`config.mk`:
```
export PLATFORM = sky130hd
export DESIGN_NAME = wss_slots
export DESIGN_NICKNAME = d
export VERILOG_FILES = /design/src/wss_pkg.sv /design/src/wss_slots.sv
export SDC_FILE = /design/constraint.sdc
export NUM_CORES = 1
export LEC_CHECK = 0
export ABC_AREA = 1
export BUFFER_PORTS_ARGS = -buffer_cell sky130_fd_sc_hd__buf_2
export CORE_AREA = 3 3 108 110
export CTS_CLUSTER_SIZE = 24
export DETAILED_ROUTE_END_ITERATION = 10
export DIE_AREA = 0 0 111 113
export PLACE_DENSITY = 0.72
export SKIP_CTS_REPAIR_TIMING = 1
export SLEW_MARGIN = 20
export SYNTH_ARGS = -nofsm -noshare
export SYNTH_HDL_FRONTEND = slang
export SYNTH_SLANG_ARGS = --single-unit
```
`constraint.sdc`:
```
create_clock -name core_clk -period 2.93 [get_ports core_clk]
set_input_delay 0.1465 -clock core_clk [delete_from_list [all_inputs] [get_ports core_clk]]
set_output_delay 0.1465 -clock core_clk [all_outputs]
set_load 0.02 [all_outputs]
```
`src/wss_pkg.sv`:
```
// package of constants and types for the waveform sequence slot registers
package wss_pkg;
   // register map (byte addresses in the device register space)
   localparam logic [7:0] WSS_ADDR_TRIGGER = 8'h0c;  // control register holding the trigger bit
   localparam logic [7:0] WSS_ADDR_FIRST = 8'h0f;    // first sequence slot
   localparam logic [7:0] WSS_ADDR_SLOT4 = 8'h12;    // sequence_slot_four
   localparam logic [7:0] WSS_ADDR_SLOT5 = 8'h13;    // sequence_slot_five
   localparam logic [7:0] WSS_ADDR_LAST = 8'h16;     // last sequence slot
   // reset values
   localparam logic [7:0] WSS_SLOT_RST = 8'h00;
   localparam logic [7:0] WSS_RDATA_RST = 8'h00;
   // slot bookkeeping
   localparam int WSS_NUM_SLOTS = 8;
   localparam logic [2:0] WSS_IDX_FIRST = 3'h0;
   localparam logic [2:0] WSS_IDX_LAST = 3'h7;
   localparam logic [2:0] WSS_IDX_FOUR = 3'h3;       // slot at 0x12 counted from 0x0f
   localparam logic [2:0] WSS_IDX_FIVE = 3'h4;       // slot at 0x13
   localparam logic [2:0] WSS_IDX_ONE = 3'h1;
   localparam logic [2:0] WSS_IDX_GAP = 3'h2;        // slots four and five are not in ext_slots
   localparam logic [6:0] WSS_VALUE_STOP = 7'h00;    // zero value ends the sequence
   // timing: one idle step
   localparam int WSS_STEP_TIME_MS = 10;
   localparam int WSS_CLK_MHZ = 125;
   localparam int WSS_STEP_CYCLES_DEF = WSS_STEP_TIME_MS * 1000 * WSS_CLK_MHZ;
   localparam int WSS_STEP_CNT_W = 21;
   localparam logic [WSS_STEP_CNT_W-1:0] WSS_STEP_CNT_ZERO = 21'h0;
   localparam logic [6:0] WSS_IDLE_ONE = 7'h01;
   // one sequence slot: mode bit and seven-bit value
   typedef struct packed {
      logic delay_select;  // 1: value is idle steps, 0: value is waveform id
      logic [6:0] value;
   } wss_slot_t;
   // sequencer states
   typedef enum logic [1:0] {
      WSS_ST_IDLE = 2'b00,
      WSS_ST_FETCH = 2'b01,
      WSS_ST_PLAY = 2'b10,
      WSS_ST_WAIT = 2'b11
   } wss_state_t;
endpackage

```
`src/wss_slots.sv`:
```
// sequence slots four and five with the eight-slot waveform sequencer
`timescale 1ns/1ps
// How it works
// - mode bit one: value is idle period
// - idle lasts value times 10 ms
// - mode bit zero: value is waveform id
// - id indexes the internal waveform library
// - trigger starts sequencing at slot 0x0f
// - after waveform ends, advance, play non-zero
// - stop at zero value or eight slots
module wss_slots import wss_pkg::*; #(
   parameter int STEP_CYCLES = WSS_STEP_CYCLES_DEF  // cycles in one 10 ms idle step
) (
   // clock and reset
   input wire logic core_clk,
   input wire logic rst,
   // register port from the serial control bus engine
   input wire logic [7:0] reg_addr,
   input wire logic reg_wr,
   input wire logic [7:0] reg_wdata,
   input wire logic reg_rd,
   output logic [7:0] reg_rdata,
   output logic reg_hit,
   // the six slots held elsewhere, in slot order without four and five
   input wire wss_slot_t [5:0] ext_slots,
   // playback control
   input wire logic trigger,
   input wire logic wave_done,
   output logic play_start,
   output logic [6:0] wave_id,
   output logic idle_active,
   output logic seq_busy,
   output logic [2:0] slot_index,
   // register contents for the rest of the device
   output wss_slot_t slot_four,
   output wss_slot_t slot_five
);

   // register storage
   wss_slot_t slot_four_ff;  // sequence_slot_four
   wss_slot_t slot_five_ff;  // sequence_slot_five
   logic [7:0] rdata_ff;     // captured read data
   logic hit_ff;             // read hit flag

   // sequencer state
   wss_state_t state_ff;
   wss_state_t nxt_state;
   logic [2:0] idx_ff;                     // current slot, 0 means 0x0f
   logic [2:0] nxt_idx;
   logic [6:0] idle_left_ff;               // idle steps still to go
   logic [6:0] nxt_idle_left;
   logic [WSS_STEP_CNT_W-1:0] step_cnt_ff; // cycles inside current step
   logic [WSS_STEP_CNT_W-1:0] nxt_step_cnt;
   logic play_ff;                          // one-cycle play request
   logic nxt_play;
   logic [6:0] id_ff;                      // id sent to the library
   logic [6:0] nxt_id;
   logic idle_ff;                          // high through a timed idle slot
   logic busy_ff;                          // high from trigger until the sequence stops

   // address decode
   // only the two slot addresses are decoded here; the rest of the map lives elsewhere
   wire logic sel_four = (reg_addr == WSS_ADDR_SLOT4);
   wire logic sel_five = (reg_addr == WSS_ADDR_SLOT5);
   wire logic wr_four = reg_wr && sel_four;
   wire logic wr_five = reg_wr && sel_five;
   wire logic [7:0] rd_mux = sel_four ? slot_four_ff : (sel_five ? slot_five_ff : WSS_RDATA_RST);

   // pick the slot the sequencer points at
   // slots past the local pair sit two places lower in the shared array
   wire wss_slot_t cur_slot =
      (idx_ff == WSS_IDX_FOUR) ? slot_four_ff :
      (idx_ff == WSS_IDX_FIVE) ? slot_five_ff :
      (idx_ff < WSS_IDX_FOUR) ? ext_slots[idx_ff] :
      ext_slots[idx_ff - WSS_IDX_GAP];

   // step timing; the step count is a parameter so simulations can shrink it
   // the counter width covers a full 10 ms step at the core clock rate
   wire logic step_end = (step_cnt_ff == WSS_STEP_CNT_W'(STEP_CYCLES - 1));
   wire logic last_slot = (idx_ff == WSS_IDX_LAST);
   wire logic is_stop = (cur_slot.value == WSS_VALUE_STOP);

   // register writes; a write during playback takes effect at the next fetch
   // no byte other than the two slots is ever written here
   always_ff @(posedge core_clk) begin
      if (rst) begin
         slot_four_ff <= WSS_SLOT_RST;
         slot_five_ff <= WSS_SLOT_RST;
      end else begin
         if (wr_four) begin
            slot_four_ff <= reg_wdata;
         end
         if (wr_five) begin
            slot_five_ff <= reg_wdata;
         end
      end
   end

   // read data captured on the read strobe, unmapped addresses read zero
   // the hit flag lets the bus engine merge this read data with other blocks
   always_ff @(posedge core_clk) begin
      if (rst) begin
         rdata_ff <= WSS_RDATA_RST;
         hit_ff <= 1'b0;
      end else if (reg_rd) begin
         rdata_ff <= rd_mux;
         hit_ff <= sel_four || sel_five;
      end
   end

   // sequencer next-state logic
   // defaults hold every register except the play request, which defaults low, so each branch names only what moves
   always_comb begin
      nxt_state = state_ff;
      nxt_idx = idx_ff;
      nxt_idle_left = idle_left_ff;
      nxt_step_cnt = step_cnt_ff;
      nxt_play = 1'b0;
      nxt_id = id_ff;
      case (state_ff)
         WSS_ST_IDLE: begin
            // a trigger while busy is ignored; only this state looks at it
            if (trigger) begin
               nxt_idx = WSS_IDX_FIRST;
               nxt_state = WSS_ST_FETCH;
            end
         end
         WSS_ST_FETCH: begin
            // a slot written during playback is seen here when next fetched
            if (is_stop) begin
               // zero value ends playback whatever the mode bit
               nxt_state = WSS_ST_IDLE;
            end else if (cur_slot.delay_select) begin
               // idle slot: nothing is driven for value steps
               nxt_idle_left = cur_slot.value;
               nxt_step_cnt = WSS_STEP_CNT_ZERO;
               nxt_state = WSS_ST_WAIT;
            end else begin
               // waveform slot: the value is the library index
               nxt_id = cur_slot.value;
               nxt_play = 1'b1;
               nxt_state = WSS_ST_PLAY;
            end
         end
         WSS_ST_PLAY: begin
            // wave_done outside this state is ignored
            if (wave_done) begin
               if (last_slot) begin
                  nxt_state = WSS_ST_IDLE;
               end else begin
                  nxt_idx = idx_ff + WSS_IDX_ONE;
                  nxt_state = WSS_ST_FETCH;
               end
            end
         end
         WSS_ST_WAIT: begin
            // count steps of STEP_CYCLES each
            // the counter restarts for every step; the last step ends the slot
            if (step_end) begin
               nxt_step_cnt = WSS_STEP_CNT_ZERO;
               nxt_idle_left = idle_left_ff - WSS_IDLE_ONE;
               if (idle_left_ff == WSS_IDLE_ONE) begin
                  if (last_slot) begin
                     nxt_state = WSS_ST_IDLE;
                  end else begin
                     nxt_idx = idx_ff + WSS_IDX_ONE;
                     nxt_state = WSS_ST_FETCH;
                  end
               end
            end else begin
               nxt_step_cnt = step_cnt_ff + WSS_STEP_CNT_W'(1);
            end
         end
         default: begin
            nxt_state = WSS_ST_IDLE;
         end
      endcase
   end

   // sequencer registers
   // the play pulse drops on its own because nxt_play defaults low
   always_ff @(posedge core_clk) begin
      if (rst) begin
         state_ff <= WSS_ST_IDLE;
         idx_ff <= WSS_IDX_FIRST;
         idle_left_ff <= WSS_VALUE_STOP;
         step_cnt_ff <= WSS_STEP_CNT_ZERO;
         play_ff <= 1'b0;
         id_ff <= WSS_VALUE_STOP;
      end else begin
         state_ff <= nxt_state;
         idx_ff <= nxt_idx;
         idle_left_ff <= nxt_idle_left;
         step_cnt_ff <= nxt_step_cnt;
         play_ff <= nxt_play;
         id_ff <= nxt_id;
      end
   end

   // status flags registered from the next state, so they line up with
   // state_ff while each output still comes straight from a flip-flop
   wire logic nxt_idle = (nxt_state == WSS_ST_WAIT);
   wire logic nxt_busy = (nxt_state != WSS_ST_IDLE);
   always_ff @(posedge core_clk) begin
      if (rst) begin
         idle_ff <= 1'b0;
         busy_ff <= 1'b0;
      end else begin
         idle_ff <= nxt_idle;
         busy_ff <= nxt_busy;
      end
   end

   // outputs, all straight from flip-flops
   assign reg_rdata = rdata_ff;
   assign reg_hit = hit_ff;
   assign play_start = play_ff;
   assign wave_id = id_ff;
   assign idle_active = idle_ff;
   assign seq_busy = busy_ff;
   assign slot_index = idx_ff;
   // the register contents go out unchanged to the rest of the device
   assign slot_four = slot_four_ff;
   assign slot_five = slot_five_ff;

endmodule // wss_slots

```
# Word level (Yosys, flattened, before mapping)
# Cells that the tools add are included.
word_totals:
  inputBits: 70
  word_cells: 86
  out_inout_bits: 38
  reg_bits: 68
op_classes:
  bitwise: 3
  reduce_logical: 13
  n_mux: 32
  n_lt_le_gt_ge: 3
  n_eq_ne: 17
  n_addsub: 4
ops:
  columns: ["cell", "n"]
  rows:
  - ["$mux 21", 3]
  - ["$mux 8", 7]
  - ["$bmux 8 s3", 2]
  - ["$pmux 21 s2", 1]
  - ["$add 21x1->21 const B", 1]
  - ["$eq 21x21->1 const B", 1]
  - ["$mux 7", 3]
  - ["$eq 8x5->1 const B", 2]
  - ["$mux 3", 5]
  - ["$pmux 7 s2", 1]
  - ["$ne 2x2->1 const B", 6]
  - ["$mux 2", 5]
  - ["$pmux 3 s3", 1]
  - ["$lt 3x4->1 const B", 2]
  - ["$pmux 2 s4", 1]
  - ["$eq 7x1->1 const B", 1]
  - ["$logic_not 7->1", 1]
  - ["$sub 7x1->7 const B", 1]
  - ["$eq 2x2->1 const B", 3]
  - ["$eq 3x3->1 const B", 2]
  - ["$reduce_and 3->1", 2]
  - ["$reduce_and 5->1", 1]
  - ["$reduce_and 4->1", 1]
  - ["$reduce_bool 2->1", 2]
  - ["12 further kinds", 17]

# Longest topological paths before layout
# Gate-level depths: netlist (run 1).
depth:
  depth_word: 10
  mapped_depth: 19
  depth_no_buf: 17

# Worst setup path before layout (run 1)
# OpenSTA, ideal clock, no wires.
synth_timing:
  path_type: "register to register"
  start: "reg idx_ff[0], in the netlist slot_index[0]"
  end: "reg idle_left_ff[2]"
  n_path_buf: 2
  t_required_ns: 2.816
  arrival_time_ns: 2.266
  path_slack_ns: 0.550
  setup_ns: 0.114
  path_stages_with_launch: 16
  period_less_slack_ns: 2.380
  path_cell_list: "dfxtp_1 buf_6 inv_4 buf_2 ha_1 nand2_1 inv_1 a21oi_1 a21boi_1 nand2_1 nor2_2 nand3_2 nand3_2 nand2_1 nand2_1 nor2_1"
synth_between:
  elab_chain_len: 9
  elab_cells_between_ends: 18
  classes_between: "add/sub (1); order compare (1); eq/ne (4); mux (10); reduce/logical (2)"
synth_rtl:
  columns: ["element", "line", "source"]
  rows:
  - ["start: declaration", "wss_slots.sv:48", "logic [2:0] idx_ff;"]
  - ["start signal: assignment", "wss_slots.sv:192", "idx_ff <= nxt_idx;"]
  - ["$sub 3x2->3", "wss_slots.sv:75", "ext_slots[idx_ff - WSS_IDX_GAP];"]
  - ["$bmux 8 s3", "wss_slots.sv:75", null]
  - ["$mux 8 (implied by the code)", "wss_slots.sv:75", null]
  - ["$mux 8", "wss_slots.sv:74", "(idx_ff < WSS_IDX_FOUR) ? ext_slots[idx_ff] :"]
  - ["$mux 8", "wss_slots.sv:73", "(idx_ff == WSS_IDX_FIVE) ? slot_five_ff :"]
  - ["$mux 8 *", "wss_slots.sv:72", "(idx_ff == WSS_IDX_FOUR) ? slot_four_ff :"]
  - ["$logic_not 7->1 / $mux 7 (equally long branches)", "wss_slots.sv:81, wss_slots.sv:133", null]
  - ["$ne 2x2->1 (no line) / $mux 7 (equally long branches)", null, null]
  - ["$reduce_and 4->1 (no line) / $pmux 7 s2 (equally long branches)", null, null]
  - ["end signal: assignment", "wss_slots.sv:193", "idle_left_ff <= nxt_idle_left;"]
  - ["end: declaration", "wss_slots.sv:50", "logic [6:0] idle_left_ff;"]
# Every way passes the cells marked *; elsewhere a longest branch is shown, timed or not. The select of a mux whose other input is x is not followed.
# A chain may end at the register's enable or synchronous reset.

# Worst setup path in the final report (run 1)
layout_timing:
  start: "reg idx_ff[2], in the netlist slot_index[2]"
  end: "reg id_ff[3], in the netlist wave_id[3]"
layout_between:
  elab_chain_len: 9
  elab_cells_between_ends: 15
  classes_between: "add/sub (1); order compare (1); eq/ne (2); mux (7); bitwise (2); reduce/logical (2)"
layout_rtl:
  columns: ["element", "line", "source"]
  rows:
  - ["$sub 3x2->3", "wss_slots.sv:75", null]
  - ["$bmux 8 s3", "wss_slots.sv:75", null]
  - ["$mux 8 (implied by the code)", "wss_slots.sv:75", null]
  - ["$mux 8", "wss_slots.sv:74", null]
  - ["$mux 8", "wss_slots.sv:73", null]
  - ["$mux 8 *", "wss_slots.sv:72", null]
  - ["$logic_not 7->1", "wss_slots.sv:81", "wire logic is_stop = (cur_slot.value == WSS_VALUE_STOP);"]
  - ["$not 1->1 (no line)", null, null]
  - ["$reduce_and 3->1 (no line)", null, null]
  - ["end signal: assignment", "wss_slots.sv:196", "id_ff <= nxt_id;"]
  - ["end: declaration", "wss_slots.sv:56", "logic [6:0] id_ff;"]
# Marked as above.

==> flow_metrics.env, run 1 <==
export IMPL_status="finished, final reports clean"
export IMPL_ys_seq_area_frac=0.293
export IMPL_p_switching_uw=1930
export IMPL_ir_worst_vdd_v=0.000402
export IMPL_crit_required_ps=3180
export IMPL_drtIter0Drc=320
export IMPL_synth_xor_area_frac=0.0188
export IMPL_finClkSkew_ps=10.5
export IMPL_die_w_um=111
export IMPL_fillers=1102
export IMPL_routed_wl_mm=12.4
export IMPL_yosys_warnings=0
export IMPL_area_delta_synth_final_pct=16.9
export IMPL_met1_length_mm=6.00
export IMPL_layout_commonest_cell="nand2_1"
export IMPL_path_max_fanout=8
export IMPL_grt_max_degree=31
export IMPL_synth_edf_count=0
export IMPL_wl_met2_mm=5.48
export IMPL_slew_viol_final=0
export IMPL_grt_pass1_wl_mm=20.8
export IMPL_power_leakage_uw=0.00251
export IMPL_cap_violations=0
export IMPL_min_period_ps=2580
export IMPL_post_dp_hpwl_mm=9.25
export IMPL_root_buffer="clkbuf_8"
export IMPL_die_height_um=113
export IMPL_p_comb_frac=0.534
export IMPL_nets=890
export IMPL_setup_tns_ps=0
export IMPL_clock_sinks=68
export IMPL_power_total_uw=4030
export IMPL_relSlewSlack=0.512
export IMPL_synth_nets=789
export IMPL_seqPwrFrac=0.293
export IMPL_core_area_sq_mm=0.0108
export IMPL_synth_seq_cells=68
export IMPL_clockPowerShare=0.173
export IMPL_syn_inst=711
export IMPL_ys_types=39
export IMPL_muxShareOfSynthArea=0
export IMPL_rows=38
export IMPL_io_buffers=107
export IMPL_setup_viol=0
export IMPL_path_class="reg -> reg"
export IMPL_swShare=0.479
export IMPL_cp_start_kind="flop"
export IMPL_dr_wl_met3_um=660
export IMPL_vias_per_cell=5.04
export IMPL_synth_area_per_cell_sq_um=6.54
export IMPL_hold_class="in -> reg"
export IMPL_dr_pass1_iters=5
export IMPL_gp_congestion=0.891
export IMPL_period_share=0.881
export IMPL_dp_slack_ps=296
export IMPL_async_reset_ff_frac=0
export IMPL_n_antenna_cell=0
export IMPL_cp_end_kind="flop"
export IMPL_yosys_area_share_simple=0.375
export IMPL_design_die_area_sq_mm=0.0125
export IMPL_worstPathArrival_ps=2830
export IMPL_drive_above_1_share=0.241
export IMPL_drc_errors=0
export IMPL_clk_path_buf_depth=2
export IMPL_highest_layer="met4"
export IMPL_synth_flop_cell="dfxtp_1"
export IMPL_ant_nets=0
export IMPL_antenna_found_initial=0
export IMPL_synth_top_family_by_area="simple AND/OR/NAND/NOR gates"
export IMPL_hold_viol=0
export IMPL_rsz0062_at_grt="no"
export IMPL_initial_core_util=0.431
export IMPL_final_cell_mix="nand2_1 (160), buf_2 (107), inv_1 (95), nor2_1 (70), dfxtp_1 (68)"
export IMPL_gr_total_overflow=0
export IMPL_synth_compound_area_frac=0.171
export IMPL_vias=4825
export IMPL_power_density_mw_per_mm2=741
export IMPL_whs_ps=97.8
export IMPL_synth_area_sq_mm=0.00465
export IMPL_grt_pass1_vias=4359
export IMPL_h_tree_depth=3
export IMPL_p_int_uw=2100
export IMPL_clkLatencyLatePin_ps=360
export IMPL_max_freq_mhz=388
export IMPL_wl_per_cell_um=12.9
export IMPL_worst_slack_ps=350
export IMPL_clk_pin_slew_ps=70
export IMPL_synth_fa_ha_area_frac=0.0215
export IMPL_grt_usage=0.197
export IMPL_pin_count=108
export IMPL_numCtsBuffers=9
export IMPL_cts_tree="done"
export IMPL_worst_pin_slew_ps=728
[cell usage after synthesis, types with 10 or more instances]
library cell	instances	area share
o21ai_0	40	0.043
o21ai_1	10	0.011
nor2_1	70	0.057
clkbuf_1	15	0.012
nand3_1	61	0.066
inv_1	95	0.077
a21oi_1	39	0.042
a21oi_2	23	0.043
nand2_1	160	0.13
nand4_1	16	0.022
nor4_1	10	0.013
dfxtp_1	68	0.29
nand3_2	21	0.045
[area by class of cell]
type,count,area (sq um),area share
Timing Repair Buffer,117,611,0.112
Clock inverter,4,25.0,0.00461
Multi-Input combinational cell,514,2730,0.503
Sequential cell,68,1360,0.251
Tap cell,140,175,0.0322
Clock buffer,12,145,0.0267
Inverter,102,385,0.0709
[stage by stage]
step,instance area (sq um),util,instances
4_1_cts,5430,0.503,957
6_report,5430,0.503,957
3_5_place_dp,5260,0.487,941
2_1_floorplan,4650,-,711
5_1_grt,5430,0.503,957
3_3_place_gp,5260,0.487,941
[per-layer routing]
metal	vias up	GRT usage
li1	2534	-
met4	0	0.0665
met3	21	0.0412
met5	-	0
met2	119	0.303
met1	2151	0.275
[sequential cells by signal, indices dropped and copies added (netlist names)]
signal and flops:
play_start 1, idle_active 1, state_ff 2, slot_index 3
wave_id 7, reg_hit 1, step_cnt_ff 21, slot_four 8
seq_busy 1, reg_rdata 8, slot_five 8, idle_left_ff 7
[critical path, cell delays in order (launching register included)]
cell and delay [ps]:
dfxtp_1 430, inv_1 110, ha_1 290, nand2_1 230, nor2_1 80, o21ai_1 80, nand2_1 70, nand2_1 60
nand2_1 60, a21boi_1 240, nand2_1 140, nor2_4 130, nand2_4 90, nand4_1 260, nand2_1 90, inv_1 60
nor2_1 40
[logic make-up (layout without fill, tap and decap cells)]
kind of cell / Yosys count / after routing
and+or+nand+nor: 368 / 368
buffers and inverters: 129 / 235
AOI/OAI and AO/OA: 128 / 128
DFF: 68 / 68
xor gates and xnor gates: 10 / 10
adders and majority gates: 8 / 8
[final timing paths]
kind | startpoint | endpoint | slack [ps] | cells past startpoint
worst max-delay path | slot_index[2] | wave_id[3] | 350 | 16
worst min-delay path | reg_wdata[3] | slot_four[3] | 100 | 3
worst max register to register | slot_index[2] | wave_id[3] | 350 | 16
worst min register to register | step_cnt_ff[20] | step_cnt_ff[20] | 490 | 2
[power groups by stage]
stage	Clock (uW)	Combinational, uW	Sequential, uW
3_5_place_dp	0	2120	1200
6_report	696	2150	1180
3_3_place_gp	0	2120	1190
4_1_cts	711	2140	1180
5_1_grt	753	2450	1200
2_1_floorplan	0	1630	1260
Power figures use the tool's default switching activity.
==> run 2: changes to the inputs <==
--- a/config.mk
+++ b/config.mk
@@ -11,7 +11,7 @@
 export CTS_CLUSTER_SIZE = 24
 export DETAILED_ROUTE_END_ITERATION = 10
 export DIE_AREA = 0 0 111 113
-export PLACE_DENSITY = 0.72
+export PLACE_DENSITY = 0.75
 export SKIP_CTS_REPAIR_TIMING = 1
 export SLEW_MARGIN = 20
 export SYNTH_ARGS = -nofsm -noshare
==> constraint.sdc (replaced) <==
create_clock -name core_clk -period 2.05 [get_ports core_clk]
set_input_delay 0.1025 -clock core_clk [delete_from_list [all_inputs] [get_ports core_clk]]
set_output_delay 0.1025 -clock core_clk [all_outputs]
set_load 0.02 [all_outputs]
==> flow_metrics.env, run 2 (synthesized netlist as in run 1, its figures left out) <==
export IMPL_path_class="reg -> reg"
export IMPL_power_leakage_uw=0.00276
export IMPL_vias_per_cell=5.01
export IMPL_root_buffer="clkbuf_8"
export IMPL_rsz0062_at_grt="yes"
export IMPL_largest_register="step_cnt_ff"
export IMPL_grt_usage=0.203
export IMPL_cts_tree="done"
export IMPL_grt_pass1_vias=4521
export IMPL_finClkSkew_ps=14.1
export IMPL_area_delta_synth_final_pct=28.2
export IMPL_slew_viol_final=0
export IMPL_design_die_area_sq_mm=0.0125
export IMPL_ir_worst_vdd_v=0.000589
export IMPL_antenna_found_initial=0
export IMPL_gp_congestion=0.893
export IMPL_relSlewSlack=0.697
export IMPL_nets=930
export IMPL_rrSetupSlack_ps=-150
export IMPL_vias=4999
export IMPL_cpLargestDelayFamily="simple AND/OR/NAND/NOR gates"
export IMPL_whs_ps=52.1
export IMPL_path_cells="inv_2 -> ha_4 -> clkinvlp_4 -> buf_4 -> nand3_1 -> nand2_1 -> nand2_1 -> nand2_1 -> nand2_1 -> nand2_2 -> nor2_4 -> nand2_4 -> nand2_4 -> buf_12 -> nand3_1 -> a21oi_1"
export IMPL_wl_per_cell_um=13.0
export IMPL_routed_wl_mm=12.9
export IMPL_largest_reg_flops=21
export IMPL_cp_end_kind="flop"
export IMPL_clkLatencyLatePin_ps=350
export IMPL_fin_area_sq_mm=0.00596
export IMPL_die_height_um=113
export IMPL_period_share=1.07
export IMPL_crit_required_ps=2340
export IMPL_n_antenna_cell=0
export IMPL_clk_pin_slew_ps=80
export IMPL_clk_path_buf_depth=2
export IMPL_violations="setup timing"
export IMPL_post_dp_hpwl_mm=9.75
export IMPL_initial_core_util=0.431
export IMPL_slowest_stage="dfxtp_4"
export IMPL_min_period_ps=2200
export IMPL_drtIter0Drc=340
export IMPL_drc_errors=0
export IMPL_cpPeakStageDelay_ps=350
export IMPL_dr_wl_met3_um=677
export IMPL_worstPathArrival_ps=2490
export IMPL_critPathBufInv=4
export IMPL_dr_pass1_iters=5
export IMPL_ant_nets=0
export IMPL_gr_total_overflow=0
export IMPL_hold_viol=0
export IMPL_dpl_instance_area_sq_mm=0.00565
export IMPL_worst_slack_ps=-148
export IMPL_utilization=0.552
export IMPL_power_density_mw_per_mm2=1120
export IMPL_max_freq_mhz=455
export IMPL_highest_layer="met4"
export IMPL_worst_pin_slew_ps=452
export IMPL_pin_count=108
export IMPL_numCtsBuffers=9
export IMPL_crit_top_cell="nand2_1"
export IMPL_drive_above_1_share=0.301
export IMPL_rows=38
export IMPL_met1_length_mm=5.91
export IMPL_final_cell_mix="nand2_1 (157), buf_2 (107), inv_1 (92), nor2_1 (69), dfxtp_1 (65)"
export IMPL_cp_start_kind="flop"
export IMPL_core_area_sq_mm=0.0108
export IMPL_cap_violations=0
export IMPL_grt_pass1_wl_mm=21.5
export IMPL_io_buffers=107
export IMPL_path_max_fanout=11
export IMPL_status="complete, but fails checks"
export IMPL_grt_max_degree=25
export IMPL_wl_met2_mm=6.11
export IMPL_hold_class="in -> reg"
export IMPL_h_tree_depth=3
export IMPL_setup_viol=40
export IMPL_clock_sinks=68
export IMPL_layout_commonest_cell="nand2_1"
export IMPL_die_w_um=111
run 2: cell count changes in the layout (fill, tap and decap cells not counted), sizes merged:
cell	delta
buf	+40
bufinv	+1
clkbuf	-1
clkinv	-1
clkinvlp	+1
run 2: path summary, 6_finish.rpt:
kind | from | to | depth (start not counted)
hold reg to reg | step_cnt_ff[20] | step_cnt_ff[20] | 2
setup reg to reg | slot_index[2] | step_cnt_ff[1] | 16
setup / recovery | slot_index[2] | step_cnt_ff[1] | 16
hold / removal | reg_wdata[1] | slot_five[1] | 3
run 2: where the power goes:
part / total [uW] / switching, uW / internal [uW] / leakage [uW]
logic: 3810 / 2290 / 1520 / 0.00210
clock network: 1160 / 535 / 630 / 0.000102
registers: 1700 / 166 / 1540 / 0.000555
total: 6680 / 2990 / 3690 / 0.00276
run 2: layout make-up:
cell class / count / area (sq um)
inverters: 102 / 397
clock buffers: 11 / 151
fillers: 1032 / 4840
repair buffers: 157 / 973
flip-flops and latches: 68 / 1370
well taps: 140 / 175
clock inverters: 5 / 58.8
multi-input cells: 514 / 2830
run 2: layer usage:
layer  vias to the layer above  track usage
met5                         -            0
met4                         0       0.0599
met3                        21       0.0406
met2                       141        0.333
met1                      2220        0.273
li1                       2617            -
run 2: worst min-delay path: stages:
cell	delay, ps
buf_2	90
o21ai_0	70
a21oi_1	100
run 2: per-stage QoR:
| stage | power [uW] | setup WS (ps) | TNS, ps | cells |
|---|---|---|---|---|
| detailed placement | 5360 | -162 | -4710 | 975 |
| floorplan | 4290 | -11.8 | -239 | 711 |
| global route | 7230 | -339 | -11350 | 997 |
| global placement | 5330 | -105 | -2610 | 975 |
| CTS | 6540 | -159 | -4920 | 991 |
| finish | 6680 | -148 | -4610 | 997 |
==> run 3: changes to the inputs <==
--- a/config.mk
+++ b/config.mk
@@ -5,13 +5,13 @@
 export SDC_FILE = /design/constraint.sdc
 export NUM_CORES = 1
 export LEC_CHECK = 0
-export ABC_AREA = 1
 export BUFFER_PORTS_ARGS = -buffer_cell sky130_fd_sc_hd__buf_2
-export CORE_AREA = 3 3 108 110
+export CORE_AREA = 3 3 102 104
 export CTS_CLUSTER_SIZE = 24
 export DETAILED_ROUTE_END_ITERATION = 10
-export DIE_AREA = 0 0 111 113
-export PLACE_DENSITY = 0.75
+export DIE_AREA = 0 0 105 107
+export GPL_ROUTABILITY_DRIVEN = 0
+export PLACE_DENSITY = 0.76
 export SKIP_CTS_REPAIR_TIMING = 1
 export SLEW_MARGIN = 20
 export SYNTH_ARGS = -nofsm -noshare
==> flow_metrics.env, run 3 <==
export IMPL_worst_pin_slew_ps=720
export IMPL_grt_max_degree=35
export IMPL_slowest_stage="mux4_2"
export IMPL_grt_pass1_wl_mm=20.8
export IMPL_ys_seq_area_frac=0.330
export IMPL_multi_input_area_sq_mm=0.00279
export IMPL_power_leakage_uw=0.00248
export IMPL_synth_area_leaders="dfxtp_1 (33%), mux2i_1 (8.0%), nor2_1 (5.4%), mux2_2 (4.6%), nand2_1 (4.5%)"
export IMPL_layout_commonest_cell="buf_2"
export IMPL_grt_pass1_vias=4334
export IMPL_swShare=0.269
export IMPL_synth_top_family_by_area="simple AND/OR/NAND/NOR gates"
export IMPL_worst_slack_ps=-881
export IMPL_post_dp_hpwl_mm=9.84
export IMPL_clockPowerShare=0.365
export IMPL_antenna_found_initial=0
export IMPL_die_w_um=105
export IMPL_design_die_area_sq_mm=0.0112
export IMPL_reg2reg_depth=11
export IMPL_synth_edf_count=0
export IMPL_timing_rr_end="step_cnt_ff[19]"
export IMPL_h_tree_depth=3
export IMPL_drive_above_1_share=0.435
export IMPL_cts_tree="done"
export IMPL_synth_area_sq_mm=0.00413
export IMPL_cap_violations=0
export IMPL_slew_viol_final=0
export IMPL_largest_register="step_cnt_ff"
export IMPL_die_height_um=107
export IMPL_synth_top_area_frac=0.330
export IMPL_clk_path_buf_depth=2
export IMPL_cp_end_kind="flop"
export IMPL_hold_class="in -> reg"
export IMPL_relSlewSlack=0.519
export IMPL_cpLargestDelayFamily="compound AO/OA/AOI/OAI gates"
export IMPL_synth_compound_area_frac=0.203
export IMPL_path_class="reg -> reg"
export IMPL_drtIter0Drc=443
export IMPL_synth_xor_area_frac=0
export IMPL_min_delay_start="reg_wdata[3]"
export IMPL_yosys_area_share_simple=0.227
export IMPL_rrSetupSlack_ps=-880
export IMPL_p_comb_frac=0.171
export IMPL_synth_seq_cells=68
export IMPL_synthMostInstantiatedCell="dfxtp_1"
export IMPL_largest_reg_flops=21
export IMPL_io_buffers=107
export IMPL_gr_total_overflow=0
export IMPL_synth_nets=572
export IMPL_cp_start_kind="flop"
export IMPL_synthTopCellsByCount="dfxtp_1 (68), nor2_1 (59), nand2_1 (49)"
export IMPL_whs_endpoint="slot_four[3]"
export IMPL_path_cells="ha_4 -> nand2b_4 -> mux4_2 -> a221o_1 -> nand3_2 -> nor4_4 -> buf_6 -> buf_4 -> a21o_4 -> or3_1 -> a21oi_2"
export IMPL_n_antenna_cell=0
export IMPL_initial_core_util=0.428
export IMPL_seqPwrFrac=0.464
export IMPL_root_buffer="clkbuf_8"
export IMPL_synth_area_per_cell_sq_um=8.35
export IMPL_syn_inst=494
export IMPL_ant_nets=0
export IMPL_async_reset_ff_frac=0
export IMPL_hold_viol=0
export IMPL_grt_usage=0.224
export IMPL_period_share=1.43
export IMPL_crit_required_ps=2320
export IMPL_setup_viol=40
export IMPL_wl_per_cell_um=16.6
export IMPL_stdcell_count=814
export IMPL_fillers=820
export IMPL_ys_types=55
export IMPL_dpl_instance_area_sq_mm=0.00535
export IMPL_placed_cells=783
export IMPL_vias=4588
export IMPL_path_max_fanout=14
export IMPL_max_freq_mhz=341
export IMPL_worstPathArrival_ps=3200
export IMPL_area_delta_synth_final_pct=42.6
export IMPL_finClkSkew_ps=14.4
export IMPL_critPathBufInv=2
export IMPL_vias_per_cell=5.64
export IMPL_cpPeakStageDelay_ps=470
export IMPL_seq_area_sq_mm=0.00137
export IMPL_routed_wl_mm=13.5
export IMPL_clkLatencyLatePin_ps=340
export IMPL_rows=36
export IMPL_synth_fa_ha_area_frac=0.0243
export IMPL_p_int_uw=2170
export IMPL_synth_flop_cell="dfxtp_1"
export IMPL_clk_pin_slew_ps=70
export IMPL_clock_sinks=68
export IMPL_numCtsBuffers=9
export IMPL_nets=755
export IMPL_ir_worst_vdd_v=0.000312
export IMPL_min_period_ps=2930
export IMPL_whs_ps=21.1
export IMPL_synth_top_area_cell="dfxtp_1"
export IMPL_violations="setup timing"
export IMPL_drc_errors=0
export IMPL_dr_pass1_iters=5
export IMPL_fin_area_sq_mm=0.00588
export IMPL_rsz0062_at_grt="yes"
export IMPL_p_switching_uw=796
export IMPL_power_density_mw_per_mm2=504
export IMPL_dp_slack_ps=-942
export IMPL_pin_count=108
export IMPL_yosys_warnings=0
export IMPL_status="complete, but fails checks"
export IMPL_holdPathStages=3
export IMPL_r2r_start="slot_index[1]"
export IMPL_muxShareOfSynthArea=0.166
export IMPL_core_area_sq_mm=0.00964
export IMPL_final_cell_mix="buf_2 (107), buf_4 (80), dfxtp_1 (63), nor2_1 (56), nand2_1 (49)"
## run 3: area by class of cell
type / count / area share
inverter: 17 / 0.0117
tap: 133 / 0.0283
timing repair buffer: 199 / 0.220
sequential: 68 / 0.233
multi-input combinational: 382 / 0.475
clock inverter: 5 / 0.00872
clock buffer: 10 / 0.0234
## run 3: worst max-delay path by stage
stage / start / endpoint / cells past startpoint
floorplan: slot_index[2] / step_cnt_ff[14] / 13
global placement: slot_index[2] / step_cnt_ff[20] / 11
detailed placement: slot_index[2] / wave_id[6] / 10
CTS: slot_index[2] / wave_id[6] / 10
global route: slot_index[2] / step_cnt_ff[17] / 13
finish: slot_index[1] / step_cnt_ff[19] / 11
## run 3: per-layer routing
metal / wire (um) / part of all wire / track usage
met1: 5630 / 0.42 / 0.294
met2: 6510 / 0.48 / 0.372
met3: 997 / 0.074 / 0.0452
met4: 328 / 0.024 / 0.0712
met5: 0 / 0 / 0
## run 3: worst register-to-register path, cell delays in order, from the launching register on
cell and delay, ps:
dfxtp_2 420, ha_4 250, nand2b_4 140, mux4_2 470, a221o_1 390, nand3_2 100
nor4_4 50, buf_6 140, buf_4 140, a21o_4 250, or3_1 380, a21oi_2 140
## run 3: cell families after synthesis
group | after synthesis
adder cells (fa/ha/maj) | 8
flip-flops | 68
buffers and inverters | 45
AO/OA/AOI/OAI | 124
AND/OR/NAND/NOR | 192
multiplexers | 57
## run 3: through the flow
stage	utilization	TNS, ps	power [uW]
after floorplan	-	-32100	1650
after global placement	0.555	-34150	1830
after detailed placement	0.555	-33740	1840
after CTS	0.574	-35180	2920
after global routing	0.610	-35950	3090
final	0.610	-31140	2960
## run 3: power groups by stage
stage          clock (uW)  sequential (uW)  combinational (uW)
3_3_place_gp            0             1400                 429
2_1_floorplan           0             1410                 240
4_1_cts              1100             1370                 443
3_5_place_dp            0             1400                 441
5_1_grt              1170             1380                 548
6_report             1080             1380                 506
